`config.mk`:
```
export PLATFORM = sky130hd
export DESIGN_NAME = port_config_and_keypad_wake
export DESIGN_NICKNAME = d
export VERILOG_FILES = /design/src/rtl/port_config_and_keypad_wake.v
export VERILOG_INCLUDE_DIRS = /design/src /design/src/inc
export SDC_FILE = /design/constraint.sdc
export NUM_CORES = 1
export LEC_CHECK = 0
export ABC_AREA = 1
export BUFFER_PORTS_ARGS = -buffer_cell sky130_fd_sc_hd__buf_2
export CORE_UTILIZATION = 49
export DETAILED_ROUTE_END_ITERATION = 8
export PLACE_DENSITY_LB_ADDON = 0.12
export SYNTH_ARGS = -nofsm -noshare
export SYNTH_HDL_FRONTEND = slang
export SYNTH_SLANG_ARGS = --single-unit
```
`constraint.sdc`:
```
create_clock -name clk -period 1.7 [get_ports clk]
set_clock_uncertainty 0.2 [all_clocks]
set_input_delay 0.255 -clock clk [delete_from_list [all_inputs] [get_ports clk]]
set_output_delay 0.255 -clock clk [all_outputs]
set_load 0.02 [all_outputs]
```
`src/inc/port_cfg_consts.vh`:
```
// constants for the port configuration and keypad wake block
`ifndef PORT_CFG_CONSTS_VH
`define PORT_CFG_CONSTS_VH
// register addresses
`define ADDR_KEYPAD_MASK    8'h86
`define ADDR_P2_AUX_MODE    8'ha4
`define ADDR_P0_MODE_A      8'h84
`define ADDR_P0_MODE_B      8'h85
`define ADDR_P1_MODE_A      8'h91
`define ADDR_P1_MODE_B      8'h92
`define ADDR_P2_SECOND_MODE 8'ha5
`define ADDR_PORT0_LATCH    8'h80
`define ADDR_PORT1_LATCH    8'h90
`define ADDR_PORT2_LATCH    8'ha0
`define ADDR_AUX_CONTROL    8'ha2
`define ADDR_P0_PINS        8'h81
`define ADDR_P1_PINS        8'h93
`define ADDR_P2_PINS        8'ha1
// reset values
`define RST_ZERO            8'h00
`define RST_ONES            8'hff
// aux mode fields
`define AUX_P2_SCHMITT      7
`define AUX_P1_SCHMITT      6
`define AUX_P0_SCHMITT      5
`define AUX_CLK_OUT_EN      4
`define AUX_T1_TOGGLE_EN    3
`define AUX_T0_TOGGLE_EN    2
// aux control field
`define AUXC_KEYPAD_FLAG    1
// mode encodings {bit_a, bit_b}
`define MODE_QUASI          2'h0
`define MODE_PUSH_PULL      2'h1
`define MODE_INPUT_ONLY     2'h2
`define MODE_OPEN_DRAIN     2'h3
// strong pull-up pulse length, cpu clocks
`define STRONG_PULSE_CLKS   2'h2
// clock out divider: one sixth of cpu clock
`define CLK_OUT_DIV         3'h6
`endif

```
`src/rtl/port_config_and_keypad_wake.v`:
```
// port configuration, pin drivers and keypad wake logic
//
// The address-and-strobe port was chosen for this implementation.
`timescale 1ns/10ps
`include "port_cfg_consts.vh"

module port_config_and_keypad_wake #(
   parameter NPIN = 8
) (
   // clock and reset
   input  wire             clk,
   input  wire             sys_rst,
   // register port
   input  wire [7:0]       reg_addr,
   input  wire [7:0]       reg_wdata,
   input  wire             reg_wr,
   input  wire             reg_rd,
   output reg  [7:0]       reg_rdata,
   // static configuration
   input  wire             reset_level_high,
   input  wire             internal_reset,
   input  wire             crystal_osc,
   input  wire             rc_or_ext_clk,
   input  wire             keypad_irq_enable,
   // timer overflow pulses
   input  wire             timer0_ovf,
   input  wire             timer1_ovf,
   // pins: input, pulldown, strong and weak pull-ups, schmitt select
   input  wire [NPIN-1:0]  p0_in,
   input  wire [NPIN-1:0]  p1_in,
   input  wire [NPIN-1:0]  p2_in,
   output reg  [NPIN-1:0]  p0_pull_down,
   output reg  [NPIN-1:0]  p1_pull_down,
   output reg  [NPIN-1:0]  p2_pull_down,
   output reg  [NPIN-1:0]  p0_strong_up,
   output reg  [NPIN-1:0]  p1_strong_up,
   output reg  [NPIN-1:0]  p2_strong_up,
   output reg  [NPIN-1:0]  p0_weak_up,
   output reg  [NPIN-1:0]  p1_weak_up,
   output reg  [NPIN-1:0]  p2_weak_up,
   output reg  [NPIN-1:0]  p0_schmitt,
   output reg  [NPIN-1:0]  p1_schmitt,
   output reg  [NPIN-1:0]  p2_schmitt,
   output reg  [NPIN-1:0]  p2_in_enable,
   // special outputs
   output reg              timer0_toggle,
   output reg              timer1_toggle,
   output reg              clock_out_pin,
   output reg              clock_out_active,
   // keypad interrupt and wake
   output wire             keypad_irq,
   output wire             keypad_wake
);

   // -------------------------------------------------------------------
   // registers
   // -------------------------------------------------------------------
   reg  [7:0] keypad_enable_mask_r;
   reg  [7:0] port2_aux_mode_r;
   reg  [7:0] port2_second_mode_r;
   reg  [7:0] p0_mode_a_r;
   reg  [7:0] p0_mode_b_r;
   reg  [7:0] p1_mode_a_r;
   reg  [7:0] p1_mode_b_r;
   reg  [7:0] p0_latch_r;
   reg  [7:0] p1_latch_r;
   reg  [7:0] p2_latch_r;
   reg  [7:0] p0_latch_d_r;
   reg  [7:0] p1_latch_d_r;
   reg  [7:0] p2_latch_d_r;
   reg  [7:0] p0_boost_r;
   reg  [7:0] p1_boost_r;
   reg  [7:0] p2_boost_r;
   reg        keypad_flag_r;
   reg  [2:0] clk_div_r;
   reg  [7:0] p0_s1_r;
   reg  [7:0] p0_s2_r;
   reg  [7:0] p0_s3_r;
   reg  [7:0] p0_sync_r;
   reg  [7:0] p1_s1_r;
   reg  [7:0] p1_s2_r;
   reg  [7:0] p2_s1_r;
   reg  [7:0] p2_s2_r;
   reg  [7:0] p1_s3_r, p1_sync_r;
   reg  [7:0] p2_s3_r, p2_sync_r;
   wire [7:0] rst_latch;
   wire [7:0] p2_mode_a;
   wire       kp_hit;
   wire       kp_flag_clr;

   // reset level of every latch follows the config bit
   assign rst_latch = reset_level_high ? `RST_ONES : `RST_ZERO;
   // aux bits 1,0 are bit_a of port 2 pins 1,0; others read as bit_a zero
   assign p2_mode_a = {6'h00, port2_aux_mode_r[1:0]};

   // -------------------------------------------------------------------
   // pin drive decode
   // -------------------------------------------------------------------
   // {pulldown, strong, weak} for one pin from mode, latch and boost
   function [2:0] drive;
      input [1:0] mode;
      input       latch;
      input       boost;
      begin
         case (mode)
            `MODE_QUASI:      drive = {~latch, boost & latch, latch};
            `MODE_PUSH_PULL:  drive = {~latch, latch, 1'b0};
            `MODE_INPUT_ONLY: drive = 3'h0;
            `MODE_OPEN_DRAIN: drive = {~latch, 2'h0};
            default:          drive = 3'h0;
         endcase
      end
   endfunction

   // per-pin decode; port 1 bits 2,3 forced open drain
   genvar g;
   generate
      for (g = 0; g < NPIN; g = g + 1) begin : pin_g
         wire [1:0] m1;
         wire [2:0] d0;
         wire [2:0] d1;
         wire [2:0] d2;
         wire       xtal_pin;
         assign m1 = (g == 2 || g == 3) ? `MODE_OPEN_DRAIN
                   : {p1_mode_a_r[g], p1_mode_b_r[g]};
         assign xtal_pin = (g < 2) && crystal_osc;
         assign d0 = drive({p0_mode_a_r[g], p0_mode_b_r[g]},
                           p0_latch_r[g], p0_boost_r[g]);
         assign d1 = drive(m1, p1_latch_r[g], p1_boost_r[g]);
         assign d2 = drive({p2_mode_a[g], port2_second_mode_r[g]},
                           p2_latch_r[g], p2_boost_r[g]);
         always @* begin
            p0_pull_down[g] = d0[2];
            p0_strong_up[g] = d0[1];
            p0_weak_up[g]   = d0[0];
            p1_pull_down[g] = d1[2];
            p1_strong_up[g] = d1[1];
            p1_weak_up[g]   = d1[0];
            // crystal pins: no drive, no input
            p2_pull_down[g] = d2[2] & ~xtal_pin;
            p2_strong_up[g] = d2[1] & ~xtal_pin;
            p2_weak_up[g]   = d2[0] & ~xtal_pin;
            p2_in_enable[g] = ~xtal_pin;
            // clock out overrides port 2 bit 0 drive when active and bit 0 is not a crystal pin
            if (g == 0 && clock_out_active && !xtal_pin) begin
               p2_pull_down[g] = ~clock_out_pin;
               p2_strong_up[g] = clock_out_pin;
               p2_weak_up[g]   = 1'b0;
            end
            p0_schmitt[g] = port2_aux_mode_r[`AUX_P0_SCHMITT];
            p2_schmitt[g] = port2_aux_mode_r[`AUX_P2_SCHMITT];
            if (g == 2 || g == 3) begin
               p1_schmitt[g] = 1'b1;
            end else if (g == 5) begin
               // pin 5 input exists only when reset pin is not external
               p1_schmitt[g] = internal_reset;
            end else begin
               p1_schmitt[g] = port2_aux_mode_r[`AUX_P1_SCHMITT];
            end
         end
      end
   endgenerate

   // -------------------------------------------------------------------
   // strong pull-up boost after latch rises (quasi mode)
   // -------------------------------------------------------------------
   // the boost needs a counter per pin; two clocks fit a 2-stage shift
   reg [7:0] p0_boost2_r;
   reg [7:0] p1_boost2_r;
   reg [7:0] p2_boost2_r;
   always @(posedge clk) begin
      if (sys_rst) begin
         p0_boost_r  <= 8'h00;
         p1_boost_r  <= 8'h00;
         p2_boost_r  <= 8'h00;
         p0_boost2_r <= 8'h00;
         p1_boost2_r <= 8'h00;
         p2_boost2_r <= 8'h00;
      end else begin
         // boost starts one cycle after the latch rises and lasts two clocks
         p0_boost_r  <= (p0_latch_r & ~p0_latch_d_r) | p0_boost2_r;
         p1_boost_r  <= (p1_latch_r & ~p1_latch_d_r) | p1_boost2_r;
         p2_boost_r  <= (p2_latch_r & ~p2_latch_d_r) | p2_boost2_r;
         p0_boost2_r <= p0_latch_r & ~p0_latch_d_r;
         p1_boost2_r <= p1_latch_r & ~p1_latch_d_r;
         p2_boost2_r <= p2_latch_r & ~p2_latch_d_r;
      end
   end

   // -------------------------------------------------------------------
   // pin synchronisers
   // -------------------------------------------------------------------
   // third stage lets a change count only once stages two and three agree
   always @(posedge clk) begin
      if (sys_rst) begin
         p0_s1_r   <= 8'hff;
         p0_s2_r   <= 8'hff;
         p0_s3_r   <= 8'hff;
         p0_sync_r <= 8'hff;
         {p1_s1_r, p1_s2_r, p1_s3_r, p1_sync_r} <= 32'h0;
         {p2_s1_r, p2_s2_r, p2_s3_r, p2_sync_r} <= 32'h0;
      end else begin
         p0_s1_r <= p0_in;
         p0_s2_r <= p0_s1_r;
         p0_s3_r <= p0_s2_r;
         p0_sync_r <= (p0_s2_r & p0_s3_r) | (p0_sync_r & (p0_s2_r ^ p0_s3_r));
         p1_s1_r <= p1_in;
         p1_s2_r <= p1_s1_r;
         p1_s3_r <= p1_s2_r;
         p1_sync_r <= (p1_s2_r & p1_s3_r) | (p1_sync_r & (p1_s2_r ^ p1_s3_r));
         p2_s1_r <= p2_in & p2_in_enable;
         p2_s2_r <= p2_s1_r;
         p2_s3_r <= p2_s2_r;
         p2_sync_r <= (p2_s2_r & p2_s3_r) | (p2_sync_r & (p2_s2_r ^ p2_s3_r));
      end
   end

   // -------------------------------------------------------------------
   // keypad flag, irq and wake
   // -------------------------------------------------------------------
   assign kp_hit = |(keypad_enable_mask_r & ~p0_sync_r);
   assign kp_flag_clr = reg_wr && (reg_addr == `ADDR_AUX_CONTROL) &&
                        !reg_wdata[`AUXC_KEYPAD_FLAG];
   assign keypad_irq = keypad_flag_r & keypad_irq_enable;
   // raw pins gated by mask: works with the clock stopped
   assign keypad_wake = keypad_irq_enable &
                        (keypad_flag_r | |(keypad_enable_mask_r & ~p0_in));

   // -------------------------------------------------------------------
   // register writes
   // -------------------------------------------------------------------
   always @(posedge clk) begin
      if (sys_rst) begin
         keypad_enable_mask_r <= `RST_ZERO;
         port2_aux_mode_r     <= `RST_ZERO;
         port2_second_mode_r  <= `RST_ZERO;
         p0_mode_a_r          <= `RST_ZERO;
         p0_mode_b_r          <= `RST_ZERO;
         p1_mode_a_r          <= `RST_ZERO;
         p1_mode_b_r          <= `RST_ZERO;
         p0_latch_r           <= rst_latch;
         p1_latch_r           <= rst_latch;
         p2_latch_r           <= rst_latch;
         keypad_flag_r        <= 1'b0;
      end else begin
         if (reg_wr) begin
            case (reg_addr)
               `ADDR_KEYPAD_MASK:    keypad_enable_mask_r <= reg_wdata;
               `ADDR_P2_AUX_MODE:    port2_aux_mode_r     <= reg_wdata;
               `ADDR_P2_SECOND_MODE: port2_second_mode_r  <= reg_wdata;
               `ADDR_P0_MODE_A:      p0_mode_a_r          <= reg_wdata;
               `ADDR_P0_MODE_B:      p0_mode_b_r          <= reg_wdata;
               `ADDR_P1_MODE_A:      p1_mode_a_r          <= reg_wdata;
               `ADDR_P1_MODE_B:      p1_mode_b_r          <= reg_wdata;
               `ADDR_PORT0_LATCH:    p0_latch_r           <= reg_wdata;
               `ADDR_PORT1_LATCH:    p1_latch_r           <= reg_wdata;
               `ADDR_PORT2_LATCH:    p2_latch_r           <= reg_wdata;
               default: ;
            endcase
         end
         // set wins over a software clear in the same cycle
         if (kp_hit) begin
            keypad_flag_r <= 1'b1;
         end else if (kp_flag_clr) begin
            keypad_flag_r <= 1'b0;
         end
      end
   end

   // previous latch values, for rising edge detect
   always @(posedge clk) begin
      if (sys_rst) begin
         p0_latch_d_r <= 8'hff;
         p1_latch_d_r <= 8'hff;
         p2_latch_d_r <= 8'hff;
      end else begin
         p0_latch_d_r <= p0_latch_r;
         p1_latch_d_r <= p1_latch_r;
         p2_latch_d_r <= p2_latch_r;
      end
   end

   // -------------------------------------------------------------------
   // timer toggles and clock out
   // -------------------------------------------------------------------
   // one flip per overflow gives half the overflow rate
   always @(posedge clk) begin
      if (sys_rst) begin
         timer0_toggle    <= 1'b0;
         timer1_toggle    <= 1'b0;
         clk_div_r        <= 3'h0;
         clock_out_pin    <= 1'b0;
         clock_out_active <= 1'b0;
      end else begin
         if (port2_aux_mode_r[`AUX_T0_TOGGLE_EN] && timer0_ovf) begin
            timer0_toggle <= ~timer0_toggle;
         end
         if (port2_aux_mode_r[`AUX_T1_TOGGLE_EN] && timer1_ovf) begin
            timer1_toggle <= ~timer1_toggle;
         end
         clock_out_active <= port2_aux_mode_r[`AUX_CLK_OUT_EN] &
                             rc_or_ext_clk;
         // three high, three low: one sixth of clk
         if (clk_div_r == `CLK_OUT_DIV - 3'h1) begin
            clk_div_r <= 3'h0;
         end else begin
            clk_div_r <= clk_div_r + 3'h1;
         end
         clock_out_pin <= (clk_div_r < 3'h3);
      end
   end

   // -------------------------------------------------------------------
   // register reads, one cycle latency
   // -------------------------------------------------------------------
   always @(posedge clk) begin
      if (sys_rst) begin
         reg_rdata <= 8'h00;
      end else if (reg_rd) begin
         case (reg_addr)
            `ADDR_KEYPAD_MASK:    reg_rdata <= keypad_enable_mask_r;
            `ADDR_P2_AUX_MODE:    reg_rdata <= port2_aux_mode_r;
            `ADDR_P2_SECOND_MODE: reg_rdata <= port2_second_mode_r;
            `ADDR_P0_MODE_A:      reg_rdata <= p0_mode_a_r;
            `ADDR_P0_MODE_B:      reg_rdata <= p0_mode_b_r;
            `ADDR_P1_MODE_A:      reg_rdata <= p1_mode_a_r;
            `ADDR_P1_MODE_B:      reg_rdata <= p1_mode_b_r;
            `ADDR_PORT0_LATCH:    reg_rdata <= p0_latch_r;
            `ADDR_PORT1_LATCH:    reg_rdata <= p1_latch_r;
            `ADDR_PORT2_LATCH:    reg_rdata <= p2_latch_r;
            `ADDR_AUX_CONTROL:    reg_rdata <= {6'h00, keypad_flag_r, 1'b0};
            `ADDR_P0_PINS:        reg_rdata <= p0_sync_r;
            `ADDR_P1_PINS:        reg_rdata <= p1_sync_r;
            `ADDR_P2_PINS:        reg_rdata <= p2_sync_r;
            default:              reg_rdata <= 8'h00;
         endcase
      end else begin
         reg_rdata <= 8'h00;
      end
   end

endmodule

```
==> flow_metrics.env, run 1 <==
export IMPL_status="complete, but fails checks"
export IMPL_failed_checks="negative setup slack"
export IMPL_max_clock_path_buffers=3
export IMPL_core_um2=20400
export IMPL_cp_cell_sequence="inv_2, o22ai_1, nor4_2, a21boi_1, buf_4"
export IMPL_cp_start_kind="register"
export IMPL_vias=8943
export IMPL_hold_viol=0
export IMPL_seq_power_share=0.474
export IMPL_drc=0
export IMPL_yosysTopAreaCellShare=0.456
export IMPL_io_pin_count=169
export IMPL_r2r_slack_ns=0.01
export IMPL_rsz0062_at_grt="yes"
export IMPL_final_area_um2=13600
export IMPL_regToRegStartpoint="p1_latch_r[0]"
export IMPL_crit_path_top_delay_cell="dfxtp_1"
export IMPL_hold_class="in2reg"
export IMPL_setup_viol=58
export IMPL_dpl_cell_count=1649
export IMPL_crit_required_ns=1.24
export IMPL_clk_latency_ns=0.53
export IMPL_cp_arrival_ns=1.55
export IMPL_diodes=0
export IMPL_final_net_count=1569
export IMPL_dieHeight_um=147
export IMPL_r2r_end="p1_boost_r[0]"
export IMPL_yosysMostFrequentCell="dfxtp_1"
export IMPL_grt_overflow=0
export IMPL_synth_avg_cell_area_um2=8.16
export IMPL_switching_share=0.241
export IMPL_grt_first_pass_wirelength_mm=44.3
export IMPL_drv_cap=0
export IMPL_path_clk_slew_ns=0.06
export IMPL_cts_buffers_inserted=27
export IMPL_wire_per_inst_um=16.4
export IMPL_min_from="reset_level_high"
export IMPL_dr_pass1_iters=5
export IMPL_fp_dieArea_um2=21600
export IMPL_power_density_nw_per_um2=1010
export IMPL_core_rowCount=52
export IMPL_fin_crit_sh=1.18
export IMPL_finish_utilization=0.664
export IMPL_initial_core_util=0.503
export IMPL_postPlaceCellArea_um2=11400
export IMPL_syn_inst=1259
export IMPL_antenna_found_initial=0
export IMPL_clock_sinks=258
export IMPL_synthArstFlopShare=0
export IMPL_fmax_mhz=500
export IMPL_syn2layout_area_growth_pct=32.0
export IMPL_yosys_area_top_type="dfxtp_1"
export IMPL_dpl_hpwl_mm=19.6
export IMPL_peakVddDrop_v=0.000745
export IMPL_p_clk_frac=0.420
export IMPL_internal_power_w=0.0104
export IMPL_r2r_cells=7
export IMPL_setup_ws_ns=-0.300
export IMPL_combPwrFrac=0.107
export IMPL_drtIter0Drc=572
export IMPL_synth_area_leaders="dfxtp_1, edfxtp_1, nor2_1"
export IMPL_min_delay_path_depth=4
export IMPL_tightest_slew_ns=0.640
export IMPL_max_stage_delay_ns=0.38
export IMPL_seq_area_frac_synth=0.526
export IMPL_io_buffers=154
export IMPL_synth_cell_type_count=35
export IMPL_ant_nets=0
export IMPL_whs_ns=0.0255
export IMPL_critPathKind="reg2out"
export IMPL_post_route_min_period_ns=2.00
export IMPL_multi_input_area_um2=4090
export IMPL_slew_viol_final=0
export IMPL_synth_commonest_cells="dfxtp_1, nor2_1, nand2_1"
export IMPL_gp_congestion=0.926
export IMPL_end_kind="primary output"
export IMPL_instances_no_fill=1780
export IMPL_cp_max_fo=3
export IMPL_synth_seq_cells=258
export IMPL_first_global_vias=8111
export IMPL_synth_edf_count=24
export IMPL_syn_cell_area_um2=10300
export IMPL_tns_ns=-5.75
export IMPL_drive_gt1_frac=0.312
export IMPL_nFillCells=1713
export IMPL_dominantRegCellSynth="dfxtp_1"
export IMPL_h_tree_depth=1
export IMPL_grt_start_max_net_pins=67
export IMPL_cts_tree="done"
export IMPL_vias_per_cell=5.02
export IMPL_fp_dieW_um=147
export IMPL_min_to="p1_latch_r[1]"
export IMPL_ys_warn_count=0
export IMPL_clockRootBuffer="clkbuf_16"
export IMPL_track_usage=0.264
export IMPL_seq_area_um2=5460
export IMPL_relSlewSlack=0.573
export IMPL_p_leak_nw=6.08
export IMPL_switchingPower_w=0.00331
export IMPL_routed_wl_mm=29.2
-- cell type report --
class	count	share of cell area
tap	270	0.0249
clock buffer	38	0.0565
inverter	153	0.0424
timing repair buffer	281	0.165
clock inverter	9	0.00747
sequential	258	0.402
multi-input combinational	771	0.301
-- power by group through the flow --
stage / clock network [W] / registers, W / logic [W]
after floorplan: 0 / 0.00659 / 0.000693
after global placement: 0 / 0.00664 / 0.00107
after detailed placement: 0 / 0.00664 / 0.00108
after CTS: 0.00587 / 0.00651 / 0.00134
after global routing: 0.00614 / 0.00653 / 0.00158
final: 0.00577 / 0.00651 / 0.00146
-- placed cells by master (no fill, tap or decap), types with 11 or more instances in the layout --
cell type	count
a21oi_1	82
a21oi_2	15
buf_12	14
buf_2	91
buf_4	116
buf_6	24
clkbuf_16	27
conb_1	12
dfxtp_1	205
dfxtp_2	23
dlygate4sd3_1	36
edfxtp_1	24
ha_1	26
inv_1	123
inv_2	29
nand2_1	157
nand3_1	94
nor2_1	174
nor2_2	14
nor2_4	11
nor3_2	13
o21ai_0	77
o21ai_1	14
or2_2	44
-- logic make-up after synthesis --
| kind of cell | count (synthesis) | share of synthesized area |
|---|---|---|
| AO/OA/AOI/OAI | 196 | 0.0972 |
| XOR/XNOR | 3 | 0.00256 |
| adder cells (fa/ha/maj) | 26 | 0.0317 |
| buffers and inverters | 240 | 0.107 |
| flip-flops | 258 | 0.526 |
| other | 2 | 0.000731 |
| AND/OR/NAND/NOR | 534 | 0.235 |
-- metrics by stage --
stage	worst slack [ns]	power, W
floorplan	0.0896	0.00728
CTS	-0.322	0.0137
global placement	-0.0244	0.00770
detailed placement	-0.0774	0.00772
finish	-0.300	0.0137
global route	-0.361	0.0142
-- routing by layer --
layer / vias to the layer above / GRT usage / wire length, um
met4: 0 / 0.0688 / 672
met3: 51 / 0.0413 / 2110
li1: 4425 / - / -
met5: - / 0 / 0
met2: 352 / 0.431 / 13600
met1: 4115 / 0.363 / 12800
-- critical path, delay by kind of cell, from the launching register on --
kind | cells | cell delay, ns
AO/OA/AOI/OAI | 2 | 0.34
AND/OR/NAND/NOR | 1 | 0.07
flip-flops | 1 | 0.38
buffers and inverters | 2 | 0.24
-- timing repair --
action,4_1_cts,5_1_grt
hold buffers,36,0
resized for setup,144,71
setup endpoints to repair,83,73
buffers inserted,33,15
pin swaps,24,10
hold endpoints to repair,78,0
-- worst max path at each step --
stage                            start                 endpoint  slack, ns  depth (start not counted)
3_5_place_dp               reg_addr[3]  keypad_enable_mask_r[6]      -0.08                          7
5_1_grt        keypad_enable_mask_r[5]              keypad_wake      -0.36                          5
3_3_place_gp               reg_addr[0]             reg_rdata[2]      -0.02                         11
2_1_floorplan              reg_addr[6]            p2_latch_r[0]       0.09                          6
6_report       keypad_enable_mask_r[0]              keypad_wake      -0.30                          5
4_1_cts        keypad_enable_mask_r[5]              keypad_wake      -0.32                          5
Power figures use the tool's default switching activity.
==> run 2, diff against run 1 <==
--- a/config.mk
+++ b/config.mk
@@ -11,6 +11,7 @@
 export CORE_UTILIZATION = 49
 export DETAILED_ROUTE_END_ITERATION = 8
 export PLACE_DENSITY_LB_ADDON = 0.12
+export SKIP_LAST_GASP = 1
 export SYNTH_ARGS = -nofsm -noshare
 export SYNTH_HDL_FRONTEND = slang
 export SYNTH_SLANG_ARGS = --single-unit
==> run 2 against run 1 <==
Net effect: the run still ends with negative setup slack left; non-clock buffer count rose by 1; via count fell by 0.46%; total power barely moved; highest routed layer unchanged; largest power group unchanged; fmax fell by 0.75%; sequential share of layout area barely moved; combinational power barely moved; worst setup slack got worse by 0.015 ns.
==> flow_metrics.env, run 2 (synthesis results as in run 1) <==
export IMPL_ant_nets=0
export IMPL_fp_dieW_um=147
export IMPL_dr_pass1_iters=5
export IMPL_setup_ws_ns=-0.315
export IMPL_clock_sinks=258
export IMPL_fp_dieArea_um2=21600
export IMPL_initial_core_util=0.503
export IMPL_grt_start_max_net_pins=67
export IMPL_fmax_mhz=496
export IMPL_core_rowCount=52
export IMPL_h_tree_depth=1
export IMPL_r2r_slack_ns=0
export IMPL_cp_max_fo=2
export IMPL_track_usage=0.264
export IMPL_rsz0062_at_grt="yes"
export IMPL_peakVddDrop_v=0.000744
export IMPL_routed_wl_mm=29.1
export IMPL_vias=8902
export IMPL_max_clock_path_buffers=3
export IMPL_vias_per_cell=5.00
export IMPL_slew_viol_final=0
export IMPL_io_pin_count=169
export IMPL_hold_viol=0
export IMPL_syn2layout_area_growth_pct=31.9
export IMPL_dieHeight_um=147
export IMPL_crit_required_ns=1.24
export IMPL_end_kind="primary output"
export IMPL_core_um2=20400
export IMPL_cp_arrival_ns=1.56
export IMPL_fin_total_pwr_w=0.0138
export IMPL_grt_first_pass_wirelength_mm=44.3
export IMPL_status="complete, but fails checks"
export IMPL_multi_input_area_um2=4080
export IMPL_path_clk_slew_ns=0.06
export IMPL_final_net_count=1570
export IMPL_instances_no_fill=1781
export IMPL_p_leak_nw=6.08
export IMPL_tightest_slew_ns=0.636
export IMPL_first_global_vias=8111
export IMPL_grt_overflow=0
export IMPL_power_density_nw_per_um2=1010
export IMPL_cts_buffers_inserted=27
export IMPL_cts_tree="done"
export IMPL_post_route_min_period_ns=2.02
export IMPL_clockRootBuffer="clkbuf_16"
export IMPL_io_buffers=154
export IMPL_critPathKind="reg2out"
export IMPL_seq_area_um2=5450
export IMPL_final_cell_mix="dfxtp_1, nor2_1, nand2_1, inv_1, buf_4"
export IMPL_dpl_cell_count=1649
export IMPL_failed_checks="negative setup slack"
export IMPL_setup_viol=58
export IMPL_drv_cap=0
export IMPL_nFillCells=1716
export IMPL_wire_per_inst_um=16.4
export IMPL_dpl_hpwl_mm=19.6
export IMPL_gp_congestion=0.926
export IMPL_cp_start_kind="register"
export IMPL_drc=0
export IMPL_relSlewSlack=0.576
export IMPL_clk_latency_ns=0.53
export IMPL_diodes=0
export IMPL_drive_gt1_frac=0.309
export IMPL_fin_crit_sh=1.19
export IMPL_final_common_cell="dfxtp_1"
export IMPL_hold_class="in2reg"
export IMPL_antenna_found_initial=0
export IMPL_drtIter0Drc=586
==> run 2: changes by cell type in the layout (fill, tap and decap cells not counted), sizes merged <==
| cell | change |
|---|---|
| buf | +1 |
==> run 2: per-layer routing <==
| layer | track usage | share of wire | wire length [um] |
|---|---|---|---|
| met5 | 0 | 0 | 0 |
| met4 | 0.0688 | 0.023 | 661 |
| met2 | 0.431 | 0.46 | 13500 |
| met1 | 0.363 | 0.44 | 12900 |
| met3 | 0.0413 | 0.073 | 2110 |
==> run 2: layout make-up <==
type	count	share of cell area
repair buffers	282	0.166
inverters	153	0.0425
clock buffers	38	0.0566
clock inverters	9	0.00748
flip-flops and latches	258	0.402
multi-input cells	771	0.301
well taps	270	0.0249
==> run 2: final timing paths <==
| check | startpoint | end | depth (start not counted) |
|---|---|---|---|
| worst max-delay path | p2_latch_r[0] | p2_weak_up[0] | 5 |
| worst min-delay path | reset_level_high | p1_latch_r[1] | 4 |
| worst max register to register | p1_latch_r[0] | p1_boost_r[0] | 7 |
| worst min register to register | p2_s1_r[4] | p2_s2_r[4] | 2 |
==> run 2: metrics by stage <==
step           worst slack [ns]  hold slack [ns]  setup TNS (ns)  cell area [um2]  utilization
4_1_cts                  -0.322          0.00955           -5.85            13200        0.648
5_1_grt                  -0.410           0.0384           -8.34            13600        0.663
3_5_place_dp            -0.0774            0.193           -1.10            11400        0.558
6_report                 -0.315           0.0354           -5.98            13600        0.663
3_3_place_gp            -0.0244            0.190          -0.186            11400        0.558
2_1_floorplan            0.0896            0.159               0            10300            -
==> run 2: power breakdown <==
group          internal (W)  leakage, nW  switching, W
Clock               0.00343        0.428       0.00234
Combinational      0.000638         3.49      0.000828
Sequential          0.00637         2.16      0.000141
Total                0.0104         6.08       0.00331
==> run 2: timing repair <==
item,in CTS,in global routing
resized for setup,142,66
pin swaps,24,9
hold endpoints to repair,78,0
hold buffers,36,0
buffers inserted,33,16
setup endpoints to repair,83,73
==> run 2: critical path, stage by stage, from the launching register on <==
cell      delay (ns)
edfxtp_1        0.37
inv_2           0.06
nor3_4          0.18
buf_4           0.12
and3_4          0.19
buf_6           0.11
